File: src/hw/ees_consts.vh
// Constants for the two-wire EEPROM slave write path
`ifndef EES_CONSTS_VH
`define EES_CONSTS_VH

`define EES_PREFIX_MAIN 4'ha
`define EES_PREFIX_SPECIAL 4'hb
`define EES_SEL_RESET 3'h0
`define EES_SWP_RESET 1'h0
`define EES_CFG_SEL_HI 7
`define EES_CFG_SEL_LO 5
`define EES_CFG_SWP 1
`define EES_AREA_HI 2
`define EES_AREA_LO 1
`define EES_AREA_SECURE 2'h0
`define EES_AREA_UID 2'h1
`define EES_AREA_LOCK 2'h2
`define EES_AREA_CFG 2'h3
`define EES_LOCK_DATA 8'hff
`define EES_MAIN_ADDR_W 13
`define EES_PAGE_OFS_W 5
`define EES_SEC_OFS_W 6
`define EES_BITS_LAST 4'h7
`define EES_BITS_ACK 4'h8
`define EES_BITS_DONE 4'h9
`define EES_TWR_MS 5
`define EES_CLK_HZ 20000000

`endif

File: src/hw/ees_sync.v
// Two-flop synchroniser for the bus pins
`timescale 1ns/100ps
`default_nettype none

module ees_sync
(
  // Clock and reset
  input wire sys_clk,
  input wire rst,
  // Signals
  input wire d,
  output reg q
);

  reg meta;

  always @(posedge sys_clk)
  begin
    if (rst)
    begin
      meta <= 1'b1;
      q <= 1'b1;
    end
    else
    begin
      meta <= d;
      q <= meta;
    end
  end

endmodule

`default_nettype wire

File: src/hw/ees_write_timer.v
// Internal write cycle timer
`timescale 1ns/100ps
`default_nettype none

module ees_write_timer
#(
  parameter WRITE_CYCLES = 100000
)
(
  // Clock and reset
  input wire sys_clk,
  input wire rst,
  // Control
  input wire start,
  output wire busy
);

  reg [16:0] count;

  assign busy = (count != 17'h0);

  always @(posedge sys_clk)
  begin
    if (rst)
      count <= 17'h0;
    else if (start)
      count <= WRITE_CYCLES[16:0];
    else if (busy)
      count <= count - 17'h1;
  end

endmodule

`default_nettype wire

File: src/hw/ees_slave.v
// Two-wire EEPROM slave front end, write path
// Behaviour
// [RL1] Power-on reset returns logic to standby
// [RL2] Sample on SCL rise, change after fall
// [RL3] Open drain: drive low only, release for one
// [RL4] SDA fall/rise while SCL high: START/STOP
// [RL5] Ignore everything until a START is seen
// [RL6] Master keeps SDA stable while SCL high
// [RL7] Address: prefix, three select bits, direction
// [RL8] Device select defaults to zero
// [RL9] Acknowledge matching address on ninth clock
// [RL10] Write bytes acked only if not protected
// [RL11] Transmitter releases SDA on ninth clock
// [RL12] Byte write; STOP launches internal write
// [RL13] No acknowledge while internal write runs
// [RL14] Poll by address; ack once write completes
// [RL15] Master waits full time after config write
// [RL16] 256 pages of 32 bytes, one-cycle commit
// [RL17] Page fixed, in-page counter increments
// [RL18] In-page counter wraps; write after STOP
// [RL19] Secure write: special prefix, area pattern 00
// [RL20] Secure offset uses low six bits
// [RL21] Lock: pattern 10, data byte all ones
// [RL22] Locked secure page refuses all writes
// [RL23] Master starts only on an idle bus
// [RL24] Config: select in b7..b5, protect in b1
// [RL25] Protect blocks writes except clearing itself
`timescale 1ns/100ps
`default_nettype none
`include "ees_consts.vh"

module ees_slave
#(
  parameter WRITE_CYCLES = (`EES_CLK_HZ / 1000) * `EES_TWR_MS
)
(
  // Clock and reset
  input wire sys_clk,
  input wire rst,
  // Two-wire bus
  input wire scl_in,
  input wire sda_in,
  output wire sda_out,
  output wire sda_oe,
  // Memory write port
  output reg mem_wr,
  output reg mem_secure,
  output reg [12:0] mem_addr,
  output reg [7:0] mem_data,
  // Commit and status
  output reg commit,
  output wire busy,
  output reg [2:0] dev_select,
  output reg soft_write_protect,
  output reg secure_locked
);

  // ****************************************
  // Pin sampling
  // ****************************************
  wire scl;
  wire sda;
  reg scl_d;
  reg sda_d;

  ees_sync u_scl
  (
    .sys_clk(sys_clk),
    .rst(rst),
    .d(scl_in),
    .q(scl)
  );

  ees_sync u_sda
  (
    .sys_clk(sys_clk),
    .rst(rst),
    .d(sda_in),
    .q(sda)
  );

  always @(posedge sys_clk)
  begin
    if (rst)
    begin
      scl_d <= 1'b1;
      sda_d <= 1'b1;
    end
    else
    begin
      scl_d <= scl;
      sda_d <= sda;
    end
  end

  wire scl_rise = scl & ~scl_d; // RL2
  wire scl_fall = ~scl & scl_d; // RL2
  // Both conditions need SCL high on two samples, so a data
  // change next to an SCL edge is never taken for one
  wire start_cond = scl & scl_d & sda_d & ~sda; // RL4
  wire stop_cond = scl & scl_d & ~sda_d & sda; // RL4

  // ****************************************
  // Internal write timer
  // ****************************************
  reg launch;

  // Milliseconds in silicon; the bench shortens it
  ees_write_timer #(.WRITE_CYCLES(WRITE_CYCLES)) u_timer
  (
    .sys_clk(sys_clk),
    .rst(rst),
    .start(launch),
    .busy(busy)
  );

  // ****************************************
  // Transfer state
  // ****************************************
  localparam ST_IDLE = 3'h0;
  localparam ST_DEVADDR = 3'h1;
  localparam ST_ADDR_HI = 3'h2;
  localparam ST_ADDR_LO = 3'h3;
  localparam ST_DATA = 3'h4;
  localparam ST_READ = 3'h5;

  reg [2:0] state;
  reg [3:0] bit_cnt;
  reg [7:0] shift;
  reg ack_due;
  reg ack_drive;
  reg special;
  reg [1:0] area;
  reg [7:0] addr_hi;
  reg [5:0] offset;
  reg pending;
  reg pend_cfg;
  reg pend_lock;
  reg [7:0] cfg_data;

  // Byte just completed with the latest bit folded in
  wire [7:0] byte_in = {shift[6:0], sda};
  // Count runs 0..7 for data, 8 in the ninth clock's low phase
  // and 9 from its rise to its fall
  wire in_ack_slot = (bit_cnt == `EES_BITS_ACK);
  wire in_done_slot = (bit_cnt == `EES_BITS_DONE);

  // Open drain: only ever pull low
  assign sda_out = 1'b0; // RL3
  assign sda_oe = ack_drive; // RL3

  // Write permission for the location addressed so far
  reg allowed;
  always @*
  begin
    allowed = 1'b1;
    if (!special)
      allowed = ~soft_write_protect; // RL25
    else if (area == `EES_AREA_SECURE)
      allowed = ~soft_write_protect & ~secure_locked; // RL22
    else if (area == `EES_AREA_LOCK)
      allowed = ~soft_write_protect & ~secure_locked; // RL25
    else if (area == `EES_AREA_CFG)
      allowed = 1'b1; // Protect bit may still be cleared
    else
      allowed = 1'b0; // Identity area is read-only
  end

  // ****************************************
  // Byte engine
  // ****************************************
  always @(posedge sys_clk)
  begin
    if (rst)
    begin // RL1
      state <= ST_IDLE;
      bit_cnt <= 4'h0;
      shift <= 8'h0;
      ack_due <= 1'b0;
      ack_drive <= 1'b0;
      special <= 1'b0;
      area <= 2'h0;
      addr_hi <= 8'h0;
      offset <= 6'h0;
      pending <= 1'b0;
      pend_cfg <= 1'b0;
      pend_lock <= 1'b0;
      cfg_data <= 8'h0;
      launch <= 1'b0;
      commit <= 1'b0;
      mem_wr <= 1'b0;
      mem_secure <= 1'b0;
      mem_addr <= 13'h0;
      mem_data <= 8'h0;
      dev_select <= `EES_SEL_RESET; // RL8
      soft_write_protect <= `EES_SWP_RESET;
      secure_locked <= 1'b0;
    end
    else
    begin
      launch <= 1'b0;
      commit <= 1'b0;
      mem_wr <= 1'b0;
      if (start_cond)
      begin
        state <= ST_DEVADDR; // RL5
        bit_cnt <= 4'h0;
        ack_drive <= 1'b0;
        ack_due <= 1'b0;
      end
      else if (stop_cond)
      begin
        state <= ST_IDLE;
        ack_drive <= 1'b0;
        // Nothing loaded leaves the timer alone, so an
        // address-only poll never starts a write cycle
        if (pending)
        begin
          // Commit the loaded bytes in one internal cycle
          launch <= 1'b1; // RL12 RL18
          commit <= 1'b1; // RL16
          pending <= 1'b0;
          pend_lock <= 1'b0;
          pend_cfg <= 1'b0;
          if (pend_lock)
            secure_locked <= 1'b1; // RL21
          if (pend_cfg)
          begin // RL24 RL25
            // Select bits move only while unprotected; the protect
            // bit follows the data, so it can be set and cleared
            if (!soft_write_protect)
              dev_select <= cfg_data[`EES_CFG_SEL_HI:`EES_CFG_SEL_LO];
            soft_write_protect <= cfg_data[`EES_CFG_SWP];
          end
        end
      end
      else if (state != ST_IDLE)
      begin
        if (scl_fall)
        begin
          // Drive or release only while SCL is low
          if (in_ack_slot)
            ack_drive <= ack_due; // RL2 RL9
          else if (in_done_slot)
          begin
            // Ninth clock over: let go and start the next byte
            ack_drive <= 1'b0; // RL11
            bit_cnt <= 4'h0;
            ack_due <= 1'b0;
          end
        end
        // The ninth rise carries the acknowledge, not a data bit
        if (scl_rise && in_ack_slot)
          bit_cnt <= `EES_BITS_DONE;
        if (scl_rise && !in_ack_slot && !in_done_slot)
        begin
          shift <= byte_in;
          bit_cnt <= bit_cnt + 4'h1;
          if (bit_cnt == `EES_BITS_LAST)
          begin
            case (state)
              ST_DEVADDR:
              begin
                // RL7
                // A busy part stays silent on its own address;
                // that silence is what acknowledge polling waits for
                if ((byte_in[7:4] == `EES_PREFIX_MAIN
                    || byte_in[7:4] == `EES_PREFIX_SPECIAL)
                    && byte_in[3:1] == dev_select && !busy)
                begin
                  ack_due <= 1'b1; // RL9 RL13 RL14
                  special <= byte_in[4];
                  state <= byte_in[0] ? ST_READ : ST_ADDR_HI;
                end
                else
                  state <= ST_IDLE;
              end
              ST_ADDR_HI:
              begin
                addr_hi <= byte_in;
                area <= byte_in[`EES_AREA_HI:`EES_AREA_LO]; // RL19
                state <= ST_ADDR_LO;
                ack_due <= 1'b1;
              end
              ST_ADDR_LO:
              begin
                // Refusal waits for the low byte, though allowed depends only on the prefix,
                // the high byte's area bits and the protect and lock flags
                offset <= special ? byte_in[5:0] : {1'b0, byte_in[4:0]}; // RL20
                if (!special)
                  mem_addr <= {addr_hi[4:0], byte_in[7:5], 5'h0}; // RL17
                ack_due <= allowed; // RL10 RL22
                state <= allowed ? ST_DATA : ST_IDLE;
              end
              ST_DATA:
              begin
                ack_due <= 1'b1; // RL10
                mem_data <= byte_in;
                if (special && area == `EES_AREA_CFG)
                begin
                  cfg_data <= byte_in;
                  pend_cfg <= 1'b1;
                  pending <= 1'b1;
                end
                else if (special && area == `EES_AREA_LOCK)
                begin
                  if (byte_in == `EES_LOCK_DATA)
                  begin
                    pend_lock <= 1'b1; // RL21
                    pending <= 1'b1;
                  end
                end
                else
                begin
                  mem_wr <= 1'b1;
                  mem_secure <= special;
                  // Secure offsets are six bits wide, main ones five
                  if (special)
                    mem_addr <= {7'h0, offset};
                  else
                    mem_addr <= {mem_addr[12:5], offset[4:0]};
                  pending <= 1'b1;
                  // Counter wraps inside the page
                  if (special)
                    offset <= offset + 6'h1; // RL18
                  else
                    offset <= {1'b0, offset[4:0] + 5'h1}; // RL17 RL18
                end
              end
              default:
                state <= ST_IDLE; // Reads not served here
            endcase
          end
        end
      end
    end
  end

endmodule

`default_nettype wire

File: config.mk
export PLATFORM = sky130hd
export DESIGN_NAME = ees_slave
export DESIGN_NICKNAME = d
export VERILOG_FILES = /design/src/hw/ees_sync.v /design/src/hw/ees_write_timer.v /design/src/hw/ees_slave.v
export VERILOG_INCLUDE_DIRS = /design/src /design/src/hw
export SDC_FILE = /design/constraint.sdc
export NUM_CORES = 1
export LEC_CHECK = 0
export ABC_AREA = 1
export BUFFER_PORTS_ARGS = -buffer_cell sky130_fd_sc_hd__clkbuf_2
export CAP_MARGIN = 20
export CORE_ASPECT_RATIO = 2
export CORE_MARGIN = 2
export CORE_UTILIZATION = 50
export DETAILED_ROUTE_END_ITERATION = 6
export MAX_ROUTING_LAYER = met4
export PLACE_DENSITY = 0.77
export REMOVE_ABC_BUFFERS = 1
export SYNTH_ARGS = -nofsm -noshare
export SYNTH_HDL_FRONTEND = slang
export SYNTH_SLANG_ARGS = --single-unit
File: constraint.sdc
create_clock -name sys_clk -period 2.7 [get_ports sys_clk]
set_input_delay 0.405 -clock sys_clk [delete_from_list [all_inputs] [get_ports sys_clk]]
set_output_delay 0.405 -clock sys_clk [all_outputs]
set_load 0.005 [all_outputs]
==> run summary <==
Post-Synth XOR/XNOR Area -> 1.422%
Initial antenna violation count -> 0
PwrDens -> 716.2 nW/um^2
Gr usage total -> 26.48%
Worst vdd ir -> 0.0004277 V
Via Count -> 4267
Final TNS setup -> 0 ns
Clk slew on worst S/H paths -> 0.06 ns
Die X -> 69.67 microns
Multiplexer share of the synthesized area -> 0%
Commonest cells after routing, fill and taps aside -> nand2_1, nor2_1, dfxtp_1
Worst-Skew Late Latency -> 0.34 ns
CTS tree -> yes
Startpoint Class -> flip-flop
Core ar. -> 8528 sq um
Critical path type -> reg -> out
Critical path peak fanout -> 13
Sequential power share -> 41.3%
FP Rows -> 48
Final WL -> 11.66 mm
Clk root buf -> clkbuf_16
Drc violations -> 0
Pre-CTS WS -> 0.6771 ns
CP Data Arrival Time -> 1.78 ns
Grt ovf -> 0
Fin crit period -> 2.185 ns
Switching share of power -> 32.41%
Compound-Gate Fraction of Synth Area -> 13.17%
Syn Std Cell Area -> 4313 sq um
WP buf/inv -> 1
Hold crit path type -> in -> reg
Clk_skew -> 0.006965 ns
Slew headroom -> 65.76%
Largest net degree at the start of global routing -> 37
Seq cells post-synth -> 87
WL per Instance -> 15.15 microns
Worst Tran Pin Value -> 0.5130 ns
Die height -> 135.3 microns
Largest family of logic cells by synthesized area -> simple AND/OR/NAND/NOR gates
Global-route wire length before repair -> 19.18 mm
Share of layout cells above drive strength 1 -> 11.79%
Syn. warnings -> 0
CP most frequent cell -> nor2_1
RSZ-0062 raised after global routing -> no
Crit-path max cell delay -> 0.35 ns
Area growth syn-to-layout -> 12.10%
Critical Path RT -> 2.30 ns
Starting density of the core -> 50.57%
CTS max path bufs -> 2
Hold buffers post-CTS -> 0
Crit-path slowest cell -> nand2_1
Max-Cap Viols -> 0
Pre-antenna DRT Iters -> 5
Final net count -> 675
Routed vias/inst -> 5.542
Diode count -> 0
Most common cell after layout, fill and taps aside -> nand2_1
DRT antenna net count -> 0
Fin. Hold Viols -> 0
Die ar. -> 9429 sq um
Clock sink count -> 87
CTS resizes -> 0
# Post-CTS Setup Buffers -> 0
Final period utilization -> 80.93%
RePlAce Congestion -> 0.9584
Io pins -> 36
Detailed-placement wirelength estimate -> 8.895 mm
CP delay by family, top -> simple AND/OR/NAND/NOR gates
Final slew viol count -> 0
Sequential fraction of the synthesis area -> 40.38%
Combinational share of power -> 23.3%
Vias in the first global route -> 4087
Status -> complete, no violations
Adder-Cell Fraction of Synth Area -> 1.741%
Syn avg cell area -> 6.792 sq um
Setup ws final -> 0.5150 ns
CP endpoint kind -> output pin
Port bufs -> 34
Total design power -> 0.003463 W
H-tree levels -> 3
Initial DRC Count -> 301
Post-Synth Simple-Gate Area -> 34.52%
Net switching power -> 0.001122 W
Syn Inst Count -> 635
Post-synth cell types -> 40
Num CTS Buffers -> 9
LEAKAGE -> 2.189 nW
Max Freq -> 457.7 MHz
Critical-path cell list -> nor2_1 -> nand3_1 -> nor2_1 -> nand2_1 -> clkbuf_2
Final Setup Violations -> 0
Clock network fraction of design power -> 35.4%
Pint -> 0.002341 W
[worst register-to-register path, delay by kind of cell (launching register included)]
family          cells  cell delay, ns
compound gates      2            0.26
fa+ha+maj           1            0.25
buf+inv             2            0.26
flops               1            0.40
simple gates        4            0.80
[flip-flops by register name, summed over array words and instances, names as in the netlist, 3 cells and up]
name / count
addr_hi: 4
dev_select: 3
shift: 7
cfg_data: 4
bit_cnt: 4
mem_addr: 13
offset: 6
state: 3
mem_data: 8
u_timer.count: 17
[routing by layer]
layer	part of all wire, %	global-route usage (%)	vias up
li1	-	-	2092
met1	35	24.40	1990
met2	56	50.85	138
met3	3.8	3.869	47
met4	4.5	14.96	0
met5	0	-	-
[kinds of logic (layout without fill, tap and decap cells)]
kind of cell | after synthesis | in the layout
AO/OA/AOI/OAI | 109 | 109
XOR/XNOR | 7 | 7
adder cells (fa/ha/maj) | 6 | 6
buffers and inverters | 95 | 130
flip-flops | 87 | 87
other | 1 | 1
AND/OR/NAND/NOR | 330 | 330
[synthesized netlist by cell type (all sizes together)]
| master | n | area (sq um) |
|---|---|---|
| nand2 | 150 | 580.6 |
| nor2 | 111 | 489.2 |
| dfxtp | 87 | 1742 |
| inv | 76 | 285.3 |
| o21ai | 55 | 279.0 |
| a21oi | 46 | 230.2 |
| nand3 | 38 | 225.2 |
| nand4 | 18 | 118.9 |
| clkbuf | 10 | 37.54 |
| buf | 7 | 42.54 |
| ha | 6 | 75.07 |
| nor3 | 6 | 30.03 |
| xor2 | 6 | 52.55 |
| or2 | 5 | 31.28 |
| a31oi | 2 | 12.51 |
| clkinv | 2 | 8.750 |
| o211ai | 2 | 15.01 |
| a211oi | 1 | 7.510 |
| a21boi | 1 | 7.510 |
| a22o | 1 | 8.760 |
| and2 | 1 | 6.260 |
| conb | 1 | 3.750 |
| nand3b | 1 | 7.510 |
| o21bai | 1 | 7.510 |
| xnor2 | 1 | 8.760 |
[power groups by stage]
stage,registers (W),logic [W],clock network [W]
final,0.00143,0.000806,0.00123
after global routing,0.00144,0.000913,0.00130
after CTS,0.00143,0.000794,0.00124
after detailed placement,0.00146,0.000784,0
after global placement,0.00145,0.000767,0
after floorplan,0.00144,0.000598,0
[per-stage QoR]
stage	instance area, sq um	hold slack, ns	instances	utilization, %
3_3_place_gp	4543	0.3939	754	53.27
6_report	4835	0.2444	770	56.69
5_1_grt	4835	0.2423	770	56.69
3_5_place_dp	4543	0.3984	754	53.27
4_1_cts	4835	0.2370	770	56.69
2_1_floorplan	4233	0.3895	618	-
[path summary, 6_finish.rpt]
path | start | to | slack [ns] | cells after the start
max | u_timer.count[9] | busy | 0.51 | 5
min reg2reg | u_sda.meta | u_sda.q | 0.41 | 1
min | scl_in | u_scl.meta | 0.24 | 2
max reg2reg | bit_cnt[0] | area[0] | 0.65 | 9
[cell type report]
class	count	area, sq um
clock inverters	5	58.81
well taps	100	125.1
fillers	857	3694
flip-flops and latches	87	1742
repair buffers	36	185.2
inverters	78	294.0
clock buffers	11	232.7
multi-input cells	453	2197
Note: power is estimated with default switching activity, not from simulation.
